File: src/rtl/arw_consts.vh
// Constants for the converter result, window and sleep control block
`ifndef ARW_CONSTS_VH
`define ARW_CONSTS_VH
`define ARW_RES_W        16
`define ARW_CODE_W       10
`define ARW_CODE_MAX     10'h3FF
`define ARW_WIN_OFF      3'h0
`define ARW_WIN_BELOW    3'h1
`define ARW_WIN_ABOVE    3'h2
`define ARW_WIN_INSIDE   3'h3
`define ARW_WIN_OUTSIDE  3'h4
`define ARW_ACC_NONE     3'h0
`define ARW_ACC_MAX      3'h6
`define ARW_REF_INTERNAL 2'h0
`define ARW_TEMP_CHAN    5'h1E
`define ARW_DLY_W        8
`define ARW_CNT_W        7
`define ARW_ST_IDLE      2'h0
`define ARW_ST_DELAY     2'h1
`define ARW_ST_CONV      2'h2
`define ARW_ST_FINISH    2'h3
`define ARW_SLP_ACTIVE   2'h0
`define ARW_SLP_STANDBY  2'h1
`define ARW_SLP_PDOWN    2'h2
`endif

File: src/rtl/arw_ctrl.v
// Converter control: result, window compare, events, flags and sleep handling
`timescale 1ns/10ps
`include "arw_consts.vh"
module arw_ctrl #(
    parameter DLY_W = `ARW_DLY_W
) (
    // Clock, reset, enable
    input  wire                   clk,
    input  wire                   rst_b,
    input  wire                   clk_en,
    // Configuration
    input  wire                   converter_enable,
    input  wire                   free_run,
    input  wire                   run_in_standby,
    input  wire [2:0]             accumulation_count_sel,
    input  wire [1:0]             reference_sel,
    input  wire [4:0]             input_channel_sel,
    input  wire                   sample_cap_sel,
    input  wire [DLY_W-1:0]       initial_delay_sel,
    input  wire [2:0]             window_compare_mode_sel,
    input  wire [`ARW_RES_W-1:0]  window_low_threshold,
    input  wire [`ARW_RES_W-1:0]  window_high_threshold,
    input  wire                   event_start_enable,
    input  wire [1:0]             interrupt_enable_reg,
    // Software commands
    input  wire                   start_cmd,
    input  wire                   result_read,
    input  wire [1:0]             flag_clear,
    // Sleep state
    input  wire [1:0]             sleep_mode,
    // Event trigger pin
    input  wire                   start_event,
    // Analog core
    input  wire                   sample_done,
    input  wire [`ARW_CODE_W-1:0] sample_code,
    // Outputs to analog front end
    output reg                    sample_req,
    output reg                    temp_sensor_on,
    output reg                    use_internal_ref,
    output reg                    reduced_cap,
    output reg                    periph_clk_req,
    // Status
    output reg                    start_conversion_bit,
    output reg [`ARW_RES_W-1:0]   conversion_result,
    output reg                    result_invalid,
    output reg [1:0]              interrupt_flag_reg,
    output reg                    irq_result_ready,
    output reg                    irq_window,
    output reg                    result_ready_event
);
    reg [1:0]             state;
    reg [1:0]             next_state;
    reg [DLY_W-1:0]       dly_cnt;
    reg [`ARW_CNT_W-1:0]  smp_cnt;
    reg [`ARW_RES_W-1:0]  acc;
    reg                   first_done;
    reg                   halted;
    reg                   ev_s1;
    reg                   ev_s2;
    reg                   ev_d;
    reg                   done_s1;
    reg                   done_s2;
    reg                   done_d;
    wire                  win_match;
    wire [`ARW_RES_W-1:0] acc_sum;
    wire [`ARW_RES_W-1:0] code_ext;
    wire                  ev_rise;
    wire                  done_rise;
    wire                  standby;
    wire                  pdown;
    wire                  active;
    wire                  last_sample;
    wire [`ARW_CNT_W-1:0] smp_target;
    wire                  sw_start;
    wire                  finish;
    reg  [1:0]            next_flags;

    assign standby   = (sleep_mode == `ARW_SLP_STANDBY);
    assign pdown     = (sleep_mode == `ARW_SLP_PDOWN);
    // Converter stops in standby without run-in-standby
    assign active    = converter_enable && !pdown && (!standby || run_in_standby);
    assign ev_rise   = ev_s2 && !ev_d;
    assign done_rise = done_s2 && !done_d;
    // Software start is ignored while asleep; only events or free-run go on
    assign sw_start  = start_cmd && !standby;
    // Reserved accumulation code acts as no accumulation
    assign smp_target = (accumulation_count_sel > `ARW_ACC_MAX) ? {`ARW_CNT_W{1'b0}} :
                        ((({{(`ARW_CNT_W-1){1'b0}}, 1'b1}) << accumulation_count_sel)
                         - {{(`ARW_CNT_W-1){1'b0}}, 1'b1});
    assign last_sample = (smp_cnt == smp_target);
    assign code_ext  = {{(`ARW_RES_W-`ARW_CODE_W){1'b0}}, sample_code};
    assign acc_sum   = (smp_cnt == {`ARW_CNT_W{1'b0}}) ? code_ext : acc + code_ext;
    assign finish    = (state == `ARW_ST_CONV) && active && done_rise && last_sample;

    arw_window_cmp #(
        .W        (`ARW_RES_W)
    ) u_cmp (
        .result   (acc_sum),
        .low_thr  (window_low_threshold),
        .high_thr (window_high_threshold),
        .mode     (window_compare_mode_sel),
        .match    (win_match)
    );

    // Event pin and sample-done inputs are asynchronous; two stages before use
    always @(posedge clk or negedge rst_b) begin
        if (!rst_b) begin
            ev_s1   <= 1'b0;
            ev_s2   <= 1'b0;
            ev_d    <= 1'b0;
            done_s1 <= 1'b0;
            done_s2 <= 1'b0;
            done_d  <= 1'b0;
        end else if (clk_en) begin
            ev_s1   <= start_event;
            ev_s2   <= ev_s1;
            ev_d    <= ev_s2;
            done_s1 <= sample_done;
            done_s2 <= done_s1;
            done_d  <= done_s2;
        end
    end

    always @* begin
        next_state = state;
        case (state)
            `ARW_ST_IDLE: begin
                if (active && (sw_start || (event_start_enable && ev_rise))) begin
                    if (!first_done && initial_delay_sel != {DLY_W{1'b0}})
                        next_state = `ARW_ST_DELAY;
                    else
                        next_state = `ARW_ST_CONV;
                end
            end
            `ARW_ST_DELAY: begin
                if (active && dly_cnt == {DLY_W{1'b0}})
                    next_state = `ARW_ST_CONV;
            end
            `ARW_ST_CONV: begin
                if (finish)
                    next_state = `ARW_ST_FINISH;
            end
            `ARW_ST_FINISH: begin
                // Free-run chains straight into the next conversion
                if (free_run && active)
                    next_state = `ARW_ST_CONV;
                else
                    next_state = `ARW_ST_IDLE;
            end
            default: next_state = `ARW_ST_IDLE;
        endcase
        if (!converter_enable)
            next_state = `ARW_ST_IDLE;
    end

    // Flag update: hardware set beats software clear
    always @* begin
        next_flags = interrupt_flag_reg;
        if (flag_clear[0] || result_read)
            next_flags[0] = 1'b0;
        if (flag_clear[1])
            next_flags[1] = 1'b0;
        if (finish)
            next_flags[0] = 1'b1;
        if (finish && win_match)
            next_flags[1] = 1'b1;
    end

    always @(posedge clk or negedge rst_b) begin
        if (!rst_b) begin
            state                <= `ARW_ST_IDLE;
            dly_cnt              <= {DLY_W{1'b0}};
            smp_cnt              <= {`ARW_CNT_W{1'b0}};
            acc                  <= {`ARW_RES_W{1'b0}};
            first_done           <= 1'b0;
            halted               <= 1'b0;
            sample_req           <= 1'b0;
            temp_sensor_on       <= 1'b0;
            use_internal_ref     <= 1'b0;
            reduced_cap          <= 1'b0;
            periph_clk_req       <= 1'b0;
            start_conversion_bit <= 1'b0;
            conversion_result    <= {`ARW_RES_W{1'b0}};
            result_invalid       <= 1'b0;
            interrupt_flag_reg   <= 2'h0;
            irq_result_ready     <= 1'b0;
            irq_window           <= 1'b0;
            result_ready_event   <= 1'b0;
        end else if (clk_en) begin
            state              <= next_state;
            interrupt_flag_reg <= next_flags;
            temp_sensor_on     <= converter_enable &&
                                  (input_channel_sel == `ARW_TEMP_CHAN);
            use_internal_ref   <= (reference_sel == `ARW_REF_INTERNAL);
            reduced_cap        <= sample_cap_sel;
            irq_result_ready   <= next_flags[0] && interrupt_enable_reg[0];
            irq_window         <= next_flags[1] && interrupt_enable_reg[1];
            result_ready_event <= finish && converter_enable;
            // Clock requested only while a conversion is pending
            periph_clk_req     <= (next_state != `ARW_ST_IDLE);
            sample_req         <= (next_state == `ARW_ST_CONV) && active;
            if (!converter_enable)
                first_done <= 1'b0;
            if (state == `ARW_ST_IDLE && next_state != `ARW_ST_IDLE) begin
                start_conversion_bit <= 1'b1;
                dly_cnt              <= initial_delay_sel;
                smp_cnt              <= {`ARW_CNT_W{1'b0}};
                halted               <= 1'b0;
            end
            if (state == `ARW_ST_DELAY && active && dly_cnt != {DLY_W{1'b0}})
                dly_cnt <= dly_cnt - {{(DLY_W-1){1'b0}}, 1'b1};
            // Halt keeps progress; mark result corrupt
            if (state == `ARW_ST_CONV && pdown)
                halted <= 1'b1;
            if (state == `ARW_ST_CONV && active && done_rise) begin
                acc <= acc_sum;
                if (last_sample)
                    smp_cnt <= {`ARW_CNT_W{1'b0}};
                else
                    smp_cnt <= smp_cnt + {{(`ARW_CNT_W-1){1'b0}}, 1'b1};
            end
            if (finish) begin
                conversion_result <= acc_sum;
                result_invalid    <= halted;
                halted            <= 1'b0;
                first_done        <= 1'b1;
                if (!free_run)
                    start_conversion_bit <= 1'b0;
            end
            if (!converter_enable)
                start_conversion_bit <= 1'b0;
        end
    end
endmodule // arw_ctrl

File: src/rtl/arw_window_cmp.v
// Window comparator: evaluates one result against the thresholds
`timescale 1ns/10ps
`include "arw_consts.vh"
module arw_window_cmp #(
    parameter W = 16
) (
    // Operands
    input  wire [W-1:0] result,
    input  wire [W-1:0] low_thr,
    input  wire [W-1:0] high_thr,
    input  wire [2:0]   mode,
    // Outcome
    output reg          match
);
    always @* begin
        case (mode)
            `ARW_WIN_BELOW:   match = (result < low_thr);
            `ARW_WIN_ABOVE:   match = (result > high_thr);
            `ARW_WIN_INSIDE:  match = (result > low_thr) && (result < high_thr);
            `ARW_WIN_OUTSIDE: match = (result < low_thr) || (result > high_thr);
            default:          match = 1'b0;
        endcase
    end
endmodule // arw_window_cmp

File: config.mk
export PLATFORM = sky130hd
export DESIGN_NAME = arw_ctrl
export DESIGN_NICKNAME = d
export VERILOG_FILES = /design/src/rtl/arw_ctrl.v /design/src/rtl/arw_window_cmp.v
export VERILOG_INCLUDE_DIRS = /design/src /design/src/rtl
export SDC_FILE = /design/constraint.sdc
export NUM_CORES = 1
export LEC_CHECK = 0
export CAP_MARGIN = 20
export CORE_MARGIN = 5
export CORE_UTILIZATION = 65
export DETAILED_ROUTE_END_ITERATION = 6
export DONT_BUFFER_PORTS = 1
export PLACE_DENSITY = 0.82
export SLEW_MARGIN = 10
export SYNTH_ARGS = -nofsm -noshare
export SYNTH_HDL_FRONTEND = slang
export SYNTH_SLANG_ARGS = --single-unit
File: constraint.sdc
create_clock -name clk -period 5.2 [get_ports clk]
set_input_delay 1.04 -clock clk [delete_from_list [all_inputs] [get_ports clk]]
set_output_delay 1.04 -clock clk [all_outputs]
set_load 0.005 [all_outputs]
==> results_dict.tcl, run 1 <==
set metrics [dict create \
    outcome "finished, final reports clean" \
    skew_ns 0.0126 \
    fp.dieW_um 96.6 \
    detail_route.wl_per_cell_um 17.5 \
    preCtsSetupSlack_ns 0.437 \
    grt_max_degree 70 \
    core-area_sq_um 7290 \
    finalCritPeriodShare 0.856 \
    setup_violations 0 \
    die_area_sq_um 9330 \
    fin_cells 656 \
    powerDensity_nw_per_um2 271 \
    grt.overflow.total 0 \
    antenna_found_initial 0 \
    drt_iter0_drc 248 \
    max-cap-violations 0 \
    final_layout_size_suffix_gt1_frac 0.0916 \
    drcViolationCount 0 \
    start_kind "input port" \
    yosys_warnings 0 \
    clock_latency_ns 0.36 \
    fin_util 0.706 \
    async_reset_ff_frac 1.00 \
    slowest_delay_ns 0.51 \
    crit_chain "ha_1 > inv_1 > fa_1 > nor2b_1 > o2111ai_1 > nand3_1 > a41o_1 > nand3_1 > xnor2_1 > nor2_1 > ha_1 > a21oi_1 > nand2_1 > a21oi_1 > or4b_1 > nor3b_1 > o31ai_1 > a31oi_1" \
    cpLargestDelayFamily "simple AND/OR/NAND/NOR gates" \
    p_total_mw 1.40 \
    htree_levels 3 \
    die_h_um 96.6 \
    slew_viol_final 0 \
    yosys_register_bits 69 \
    synth_area_per_cell_sq_um 8.86 \
    power.leakage_nw 2.55 \
    reg_top3 "acc (16), conversion_result (16), dly_cnt (8)" \
    syn2layout_area_growth_pct 5.60 \
    cts_num_sinks 69 \
    grt_pass1_wl_mm 17.9 \
    endpoint_kind "register" \
    fmax_mhz 225 \
    cts_tree "built" \
    layout_min_cycle_time_ns 4.45 \
    place_hpwl_mm 8.92 \
    drtAntennaViolNets 0 \
    layout_setup_ws_ns 0.747 \
    cts_buffer_depth 2 \
    rsz0062_at_grt "no" \
    first_pass_iters 5 \
    crit_cells 18 \
    cts_hold_buf 0 \
    gp_congestion 0.890 \
    synth_edf_count 0 \
    first_global_vias 3745 \
    root_buffer "clkbuf_8" \
    synth_ff_type "dfrtp_1" \
    cts_buffers 9 \
    port_buffers 0 \
    clk_pin_slew_ns 0.08 \
    synth_cells 550 \
    syn-num-nets 680 \
    vias 4055 \
    reg2reg_depth 18 \
    grt_use_total 0.249 \
    cts_resized 0 \
    cp.arrival_ns 4.67 \
    viasPerCell 6.18 \
    irDropWorstVdd_v 0.000165 \
    synth_cell_type_count 69 \
    wirelength_mm 11.5 \
    start_util 0.668 \
    layout.nets 682 \
    dp_cells 640 \
    slew_headroom 0.563 \
    tns_ns 0 \
    path_buf_inv 1 \
    crit_path_top_delay_cell "or4b_1" \
    num_io_pins 109 \
    n_antenna_cell 0 \
    netlist_area_sq_um 4870 \
    rows 31 \
    path_class "in -> reg" \
    crit_required_ns 5.42 \
    hold_violations 0 \
    synth-seq-area-share 0.354 \
    crit_fanout 4 \
    holdCritPathClass "in -> async" \
    post_cts_buffers 0 \
    worst_pin_slew_ns 0.653 \
]
==> metrics by stage <==
step                      area, sq um  hold WS (ns)
final                            5140         0.377
after global routing             5140         0.358
after CTS                        5140         0.365
after detailed placement         4970         0.472
after global placement           4970         0.467
after floorplan                  4870         0.450
==> area by class of cell <==
| class | instances | area [sq um] |
|---|---|---|
| inverters | 52 | 195 |
| repair buffers | 6 | 45.0 |
| fillers | 563 | 2150 |
| clock inverters | 4 | 32.5 |
| flip-flops and latches | 69 | 1730 |
| well taps | 99 | 124 |
| multi-input cells | 414 | 2880 |
| clock buffers | 12 | 145 |
==> power breakdown <==
group          internal [mW]  switching (mW)  total [mW]
combinational          0.151           0.204       0.355
clock                  0.189           0.213       0.402
sequential             0.584          0.0539       0.638
total                  0.924           0.472        1.40
==> per-layer routing <==
| layer | GRT usage | wire, um | vias up |
|---|---|---|---|
| li1 | - | - | 1964 |
| met2 | 0.405 | 5420 | 138 |
| met4 | 0.0689 | 207 | 0 |
| met3 | 0.0643 | 943 | 24 |
| met1 | 0.331 | 4920 | 1929 |
| met5 | 0 | 0 | - |
==> worst reg2reg max path: cells and delay by family, from the launching register on <==
kind	cells	cell delay (ns)
and+or+nand+nor	7	1.34
adders and majority gates	3	0.95
buffers and inverters	1	0.07
AOI/OAI and AO/OA	6	1.10
xor gates and xnor gates	1	0.21
DFF	1	0.37
==> path summary, 6_finish.rpt <==
path	start	endpoint	slack (ns)
max	sample_code[0]	interrupt_flag_reg[1]	0.75
min	rst_b	conversion_result[2]	0.38
max reg2reg	acc[0]	interrupt_flag_reg[1]	1.04
min reg2reg	acc[5]	acc[5]	0.48
max in group asynchronous	rst_b	acc[8]	4.70
min in group clk	acc[5]	acc[5]	0.48
==> cell families after synthesis <==
| group | share of synthesized area |
|---|---|
| buffers and inverters | 0.0552 |
| AO/OA/AOI/OAI | 0.177 |
| adder cells (fa/ha/maj) | 0.127 |
| flip-flops | 0.354 |
| AND/OR/NAND/NOR | 0.196 |
| XOR/XNOR | 0.0324 |
| multiplexers | 0.0578 |
==> synth_stat cells, types with 3 or more instances <==
master	number	share of area
a22o_1	3	0.0054
nor2_1	37	0.029
xnor2_1	7	0.013
a31oi_1	6	0.0077
nor4_1	6	0.0077
ha_1	48	0.12
nand4_1	8	0.010
inv_1	52	0.040
nor3b_1	3	0.0046
o31ai_1	6	0.0092
nand3b_1	3	0.0046
dfrtp_1	69	0.35
nor3_1	9	0.0092
nand2_1	55	0.042
mux2_2	17	0.039
mux2_4	4	0.012
nand3_1	19	0.020
nand2b_1	8	0.010
xor2_1	11	0.020
and3_1	4	0.0051
clkbuf_1	9	0.0069
or3_1	5	0.0064
a21o_1	9	0.014
a21oi_1	43	0.044
o21a_1	4	0.0062
o21ai_0	42	0.043
mux2i_1	3	0.0062
nor2b_1	6	0.0077
o21ai_1	3	0.0031
==> placed cells by master (no fill, tap or decap), types with 7 or more instances in the layout <==
master     n
a21oi_1   43
dfrtp_1   69
xnor2_1    7
nor3_1     9
a21o_1     9
mux2_2    17
nor2_1    37
nand3_1   19
nand4_1    8
xor2_1    11
clkbuf_8  10
o21ai_0   42
nand2_1   55
nand2b_1   8
ha_1      48
inv_1     52
(Power assumes the default switching activity.)
==> run 2: changes to the inputs <==
--- a/config.mk
+++ b/config.mk
@@ -6,12 +6,13 @@
 export SDC_FILE = /design/constraint.sdc
 export NUM_CORES = 1
 export LEC_CHECK = 0
+export ABC_CLOCK_PERIOD_IN_PS = 5200
 export CAP_MARGIN = 20
 export CORE_MARGIN = 5
-export CORE_UTILIZATION = 65
+export CORE_UTILIZATION = 45
 export DETAILED_ROUTE_END_ITERATION = 6
 export DONT_BUFFER_PORTS = 1
-export PLACE_DENSITY = 0.82
+export PLACE_DENSITY = 0.61
 export SLEW_MARGIN = 10
 export SYNTH_ARGS = -nofsm -noshare
 export SYNTH_HDL_FRONTEND = slang
==> run 2 against run 1 <==
  * Final cell count grew 6.6%
  * Setup slack lost 0.067 ns
  * Count of clock-buffer cells in the layout shrank 1
  * Critical path depth is the same
  * Critical endpoint is now irq_window
  * Final area grew 2.7%
  * Clock power grew 35%
  * Die area grew 39%
  * First-iteration DRC count shrank 10%
  * Clock skew shrank 0.00088 ns
  * Via count shrank 1.5%
  * Fmax shrank 1.5%
  * Sequential share of layout area shrank 0.87 points
  * Highest routed layer unchanged
==> results_dict.tcl, run 2 (same netlist as run 1, synthesis figures left out) <==
set metrics [dict create \
    outcome "finished, final reports clean" \
    crit_path_top_delay_cell "or4b_1" \
    final_cell_mix "69 x dfrtp_1, 55 x nand2_1, 52 x inv_1" \
    rows 38 \
    setup_violations 0 \
    drtAntennaViolNets 0 \
    p_total_mw 1.55 \
    antenna_found_initial 0 \
    core-area_sq_um 10700 \
    dp_cells 683 \
    place_hpwl_mm 9.42 \
    layout_min_cycle_time_ns 4.52 \
    reg_top3 "acc (16), conversion_result (16), dly_cnt (8)" \
    cts_buffers 9 \
    slowest_delay_ns 0.52 \
    fin_util 0.492 \
    cts_num_sinks 69 \
    max-cap-violations 0 \
    cpLargestDelayFamily "simple AND/OR/NAND/NOR gates" \
    layout_setup_ws_ns 0.679 \
    reg2reg_depth 18 \
    preCtsSetupSlack_ns 0.373 \
    detail_route.wl_per_cell_um 17.4 \
    first_pass_iters 4 \
    vias 3995 \
    crit_required_ns 5.42 \
    cp.arrival_ns 4.74 \
    fmax_mhz 221 \
    grt.overflow.total 0 \
    rr_startpoint "acc[0]" \
    n_antenna_cell 0 \
    cts_hold_buf 0 \
    start_kind "input port" \
    gp_congestion 0.852 \
    grt_pass1_wl_mm 19.8 \
    crit_fanout 4 \
    viasPerCell 5.72 \
    r2r_slack_ns 0.97 \
    die_area_sq_um 13000 \
    worst_pin_slew_ns 0.657 \
    final_layout_size_suffix_gt1_frac 0.0966 \
    slew_headroom 0.561 \
    htree_levels 3 \
    drt_iter0_drc 223 \
    cts_buffer_depth 2 \
    clk_pin_slew_ns 0.08 \
    endpoint_kind "register" \
    skew_ns 0.0117 \
    drcViolationCount 0 \
    fin_cells 699 \
    post_cts_buffers 0 \
    first_global_vias 3996 \
    die_h_um 114 \
    hold_violations 0 \
    crit_chain "ha_1 > inv_1 > fa_1 > nor2b_1 > o2111ai_1 > nand3_1 > a41o_1 > nand3_1 > xnor2_1 > nor2_1 > ha_1 > a21oi_1 > nand2_1 > a21oi_1 > or4b_1 > nor3b_1 > o31ai_1 > a31oi_1" \
    grt_max_degree 70 \
    cts_resized 0 \
    layout.nets 684 \
    r2r_end "irq_window" \
    tns_ns 0 \
    fp.dieW_um 114 \
    power.leakage_nw 2.60 \
    powerDensity_nw_per_um2 293 \
    grt_use_total 0.191 \
    fillCellCount 1065 \
    wirelength_mm 12.2 \
    path_buf_inv 1 \
    path_class "in -> reg" \
    irDropWorstVdd_v 0.000113 \
    slew_viol_final 0 \
    num_io_pins 109 \
    final_common_cell "dfrtp_1" \
    root_buffer "clkbuf_8" \
    start_util 0.453 \
    cts_tree "built" \
    syn2layout_area_growth_pct 8.42 \
    clock_latency_ns 0.35 \
    finalCritPeriodShare 0.869 \
    rsz0062_at_grt "no" \
    holdCritPathClass "in -> async" \
    port_buffers 0 \
]
## run 2: changes by cell type in the layout (fill, tap and decap cells not counted)
cell / previous run / this run
inv_6: 1 / 0
bufinv_16: 0 / 3
clkinvlp_4: 2 / 0
clkbuf_1: 2 / 1
buf_4: 6 / 8
clkinv_4: 1 / 2
## run 2: worst max-delay path by stage
| stage | from | end | depth (start not counted) |
|---|---|---|---|
| after floorplan | sample_code[1] | interrupt_flag_reg[1] | 15 |
| after global placement | sample_code[0] | interrupt_flag_reg[1] | 18 |
| after detailed placement | sample_code[0] | irq_window | 18 |
| after CTS | sample_code[0] | irq_window | 18 |
| after global routing | sample_code[0] | irq_window | 18 |
| final | sample_code[0] | irq_window | 18 |
## run 2: per-stage QoR
step                instance area (sq um)  hold WS (ns)
CTS                                  5280         0.355
floorplan                            4870         0.450
detailed placement                   5030         0.471
global route                         5280         0.339
global placement                     5030         0.464
finish                               5280         0.385
## run 2: power breakdown
group	internal [mW]	total (mW)	switching [mW]
sequential	0.584	0.638	0.0542
combinational	0.156	0.366	0.210
clock	0.334	0.542	0.209
## run 2: layout make-up
cell class	count	area, sq um	share of cell area
flip-flops and latches	69	1730	0.327
repair buffers	8	60.1	0.0114
clock inverters	5	108	0.0204
clock buffers	11	141	0.0268
multi-input cells	414	2880	0.545
well taps	140	175	0.0332
inverters	52	195	0.0369
## run 2: worst reg2reg max path, cell delays in order, from the launching register on
cell and delay, ns:
dfrtp_1 0.37, ha_1 0.22, inv_1 0.07, fa_1 0.40, nor2b_1 0.17, o2111ai_1 0.15, nand3_1 0.15, a41o_1 0.26
nand3_1 0.16, xnor2_1 0.20, nor2_1 0.09, ha_1 0.33, a21oi_1 0.13, nand2_1 0.07, a21oi_1 0.13, or4b_1 0.52
nor3b_1 0.18, o31ai_1 0.35, a31oi_1 0.14
## run 2: per-layer routing
metal  track usage  part of all wire  up-vias
met5             0                 0        -
met4        0.0530             0.014        0
met3        0.0529             0.060       17
met2         0.299              0.45      104
met1         0.260              0.48     1902
li1              -                 -     1972
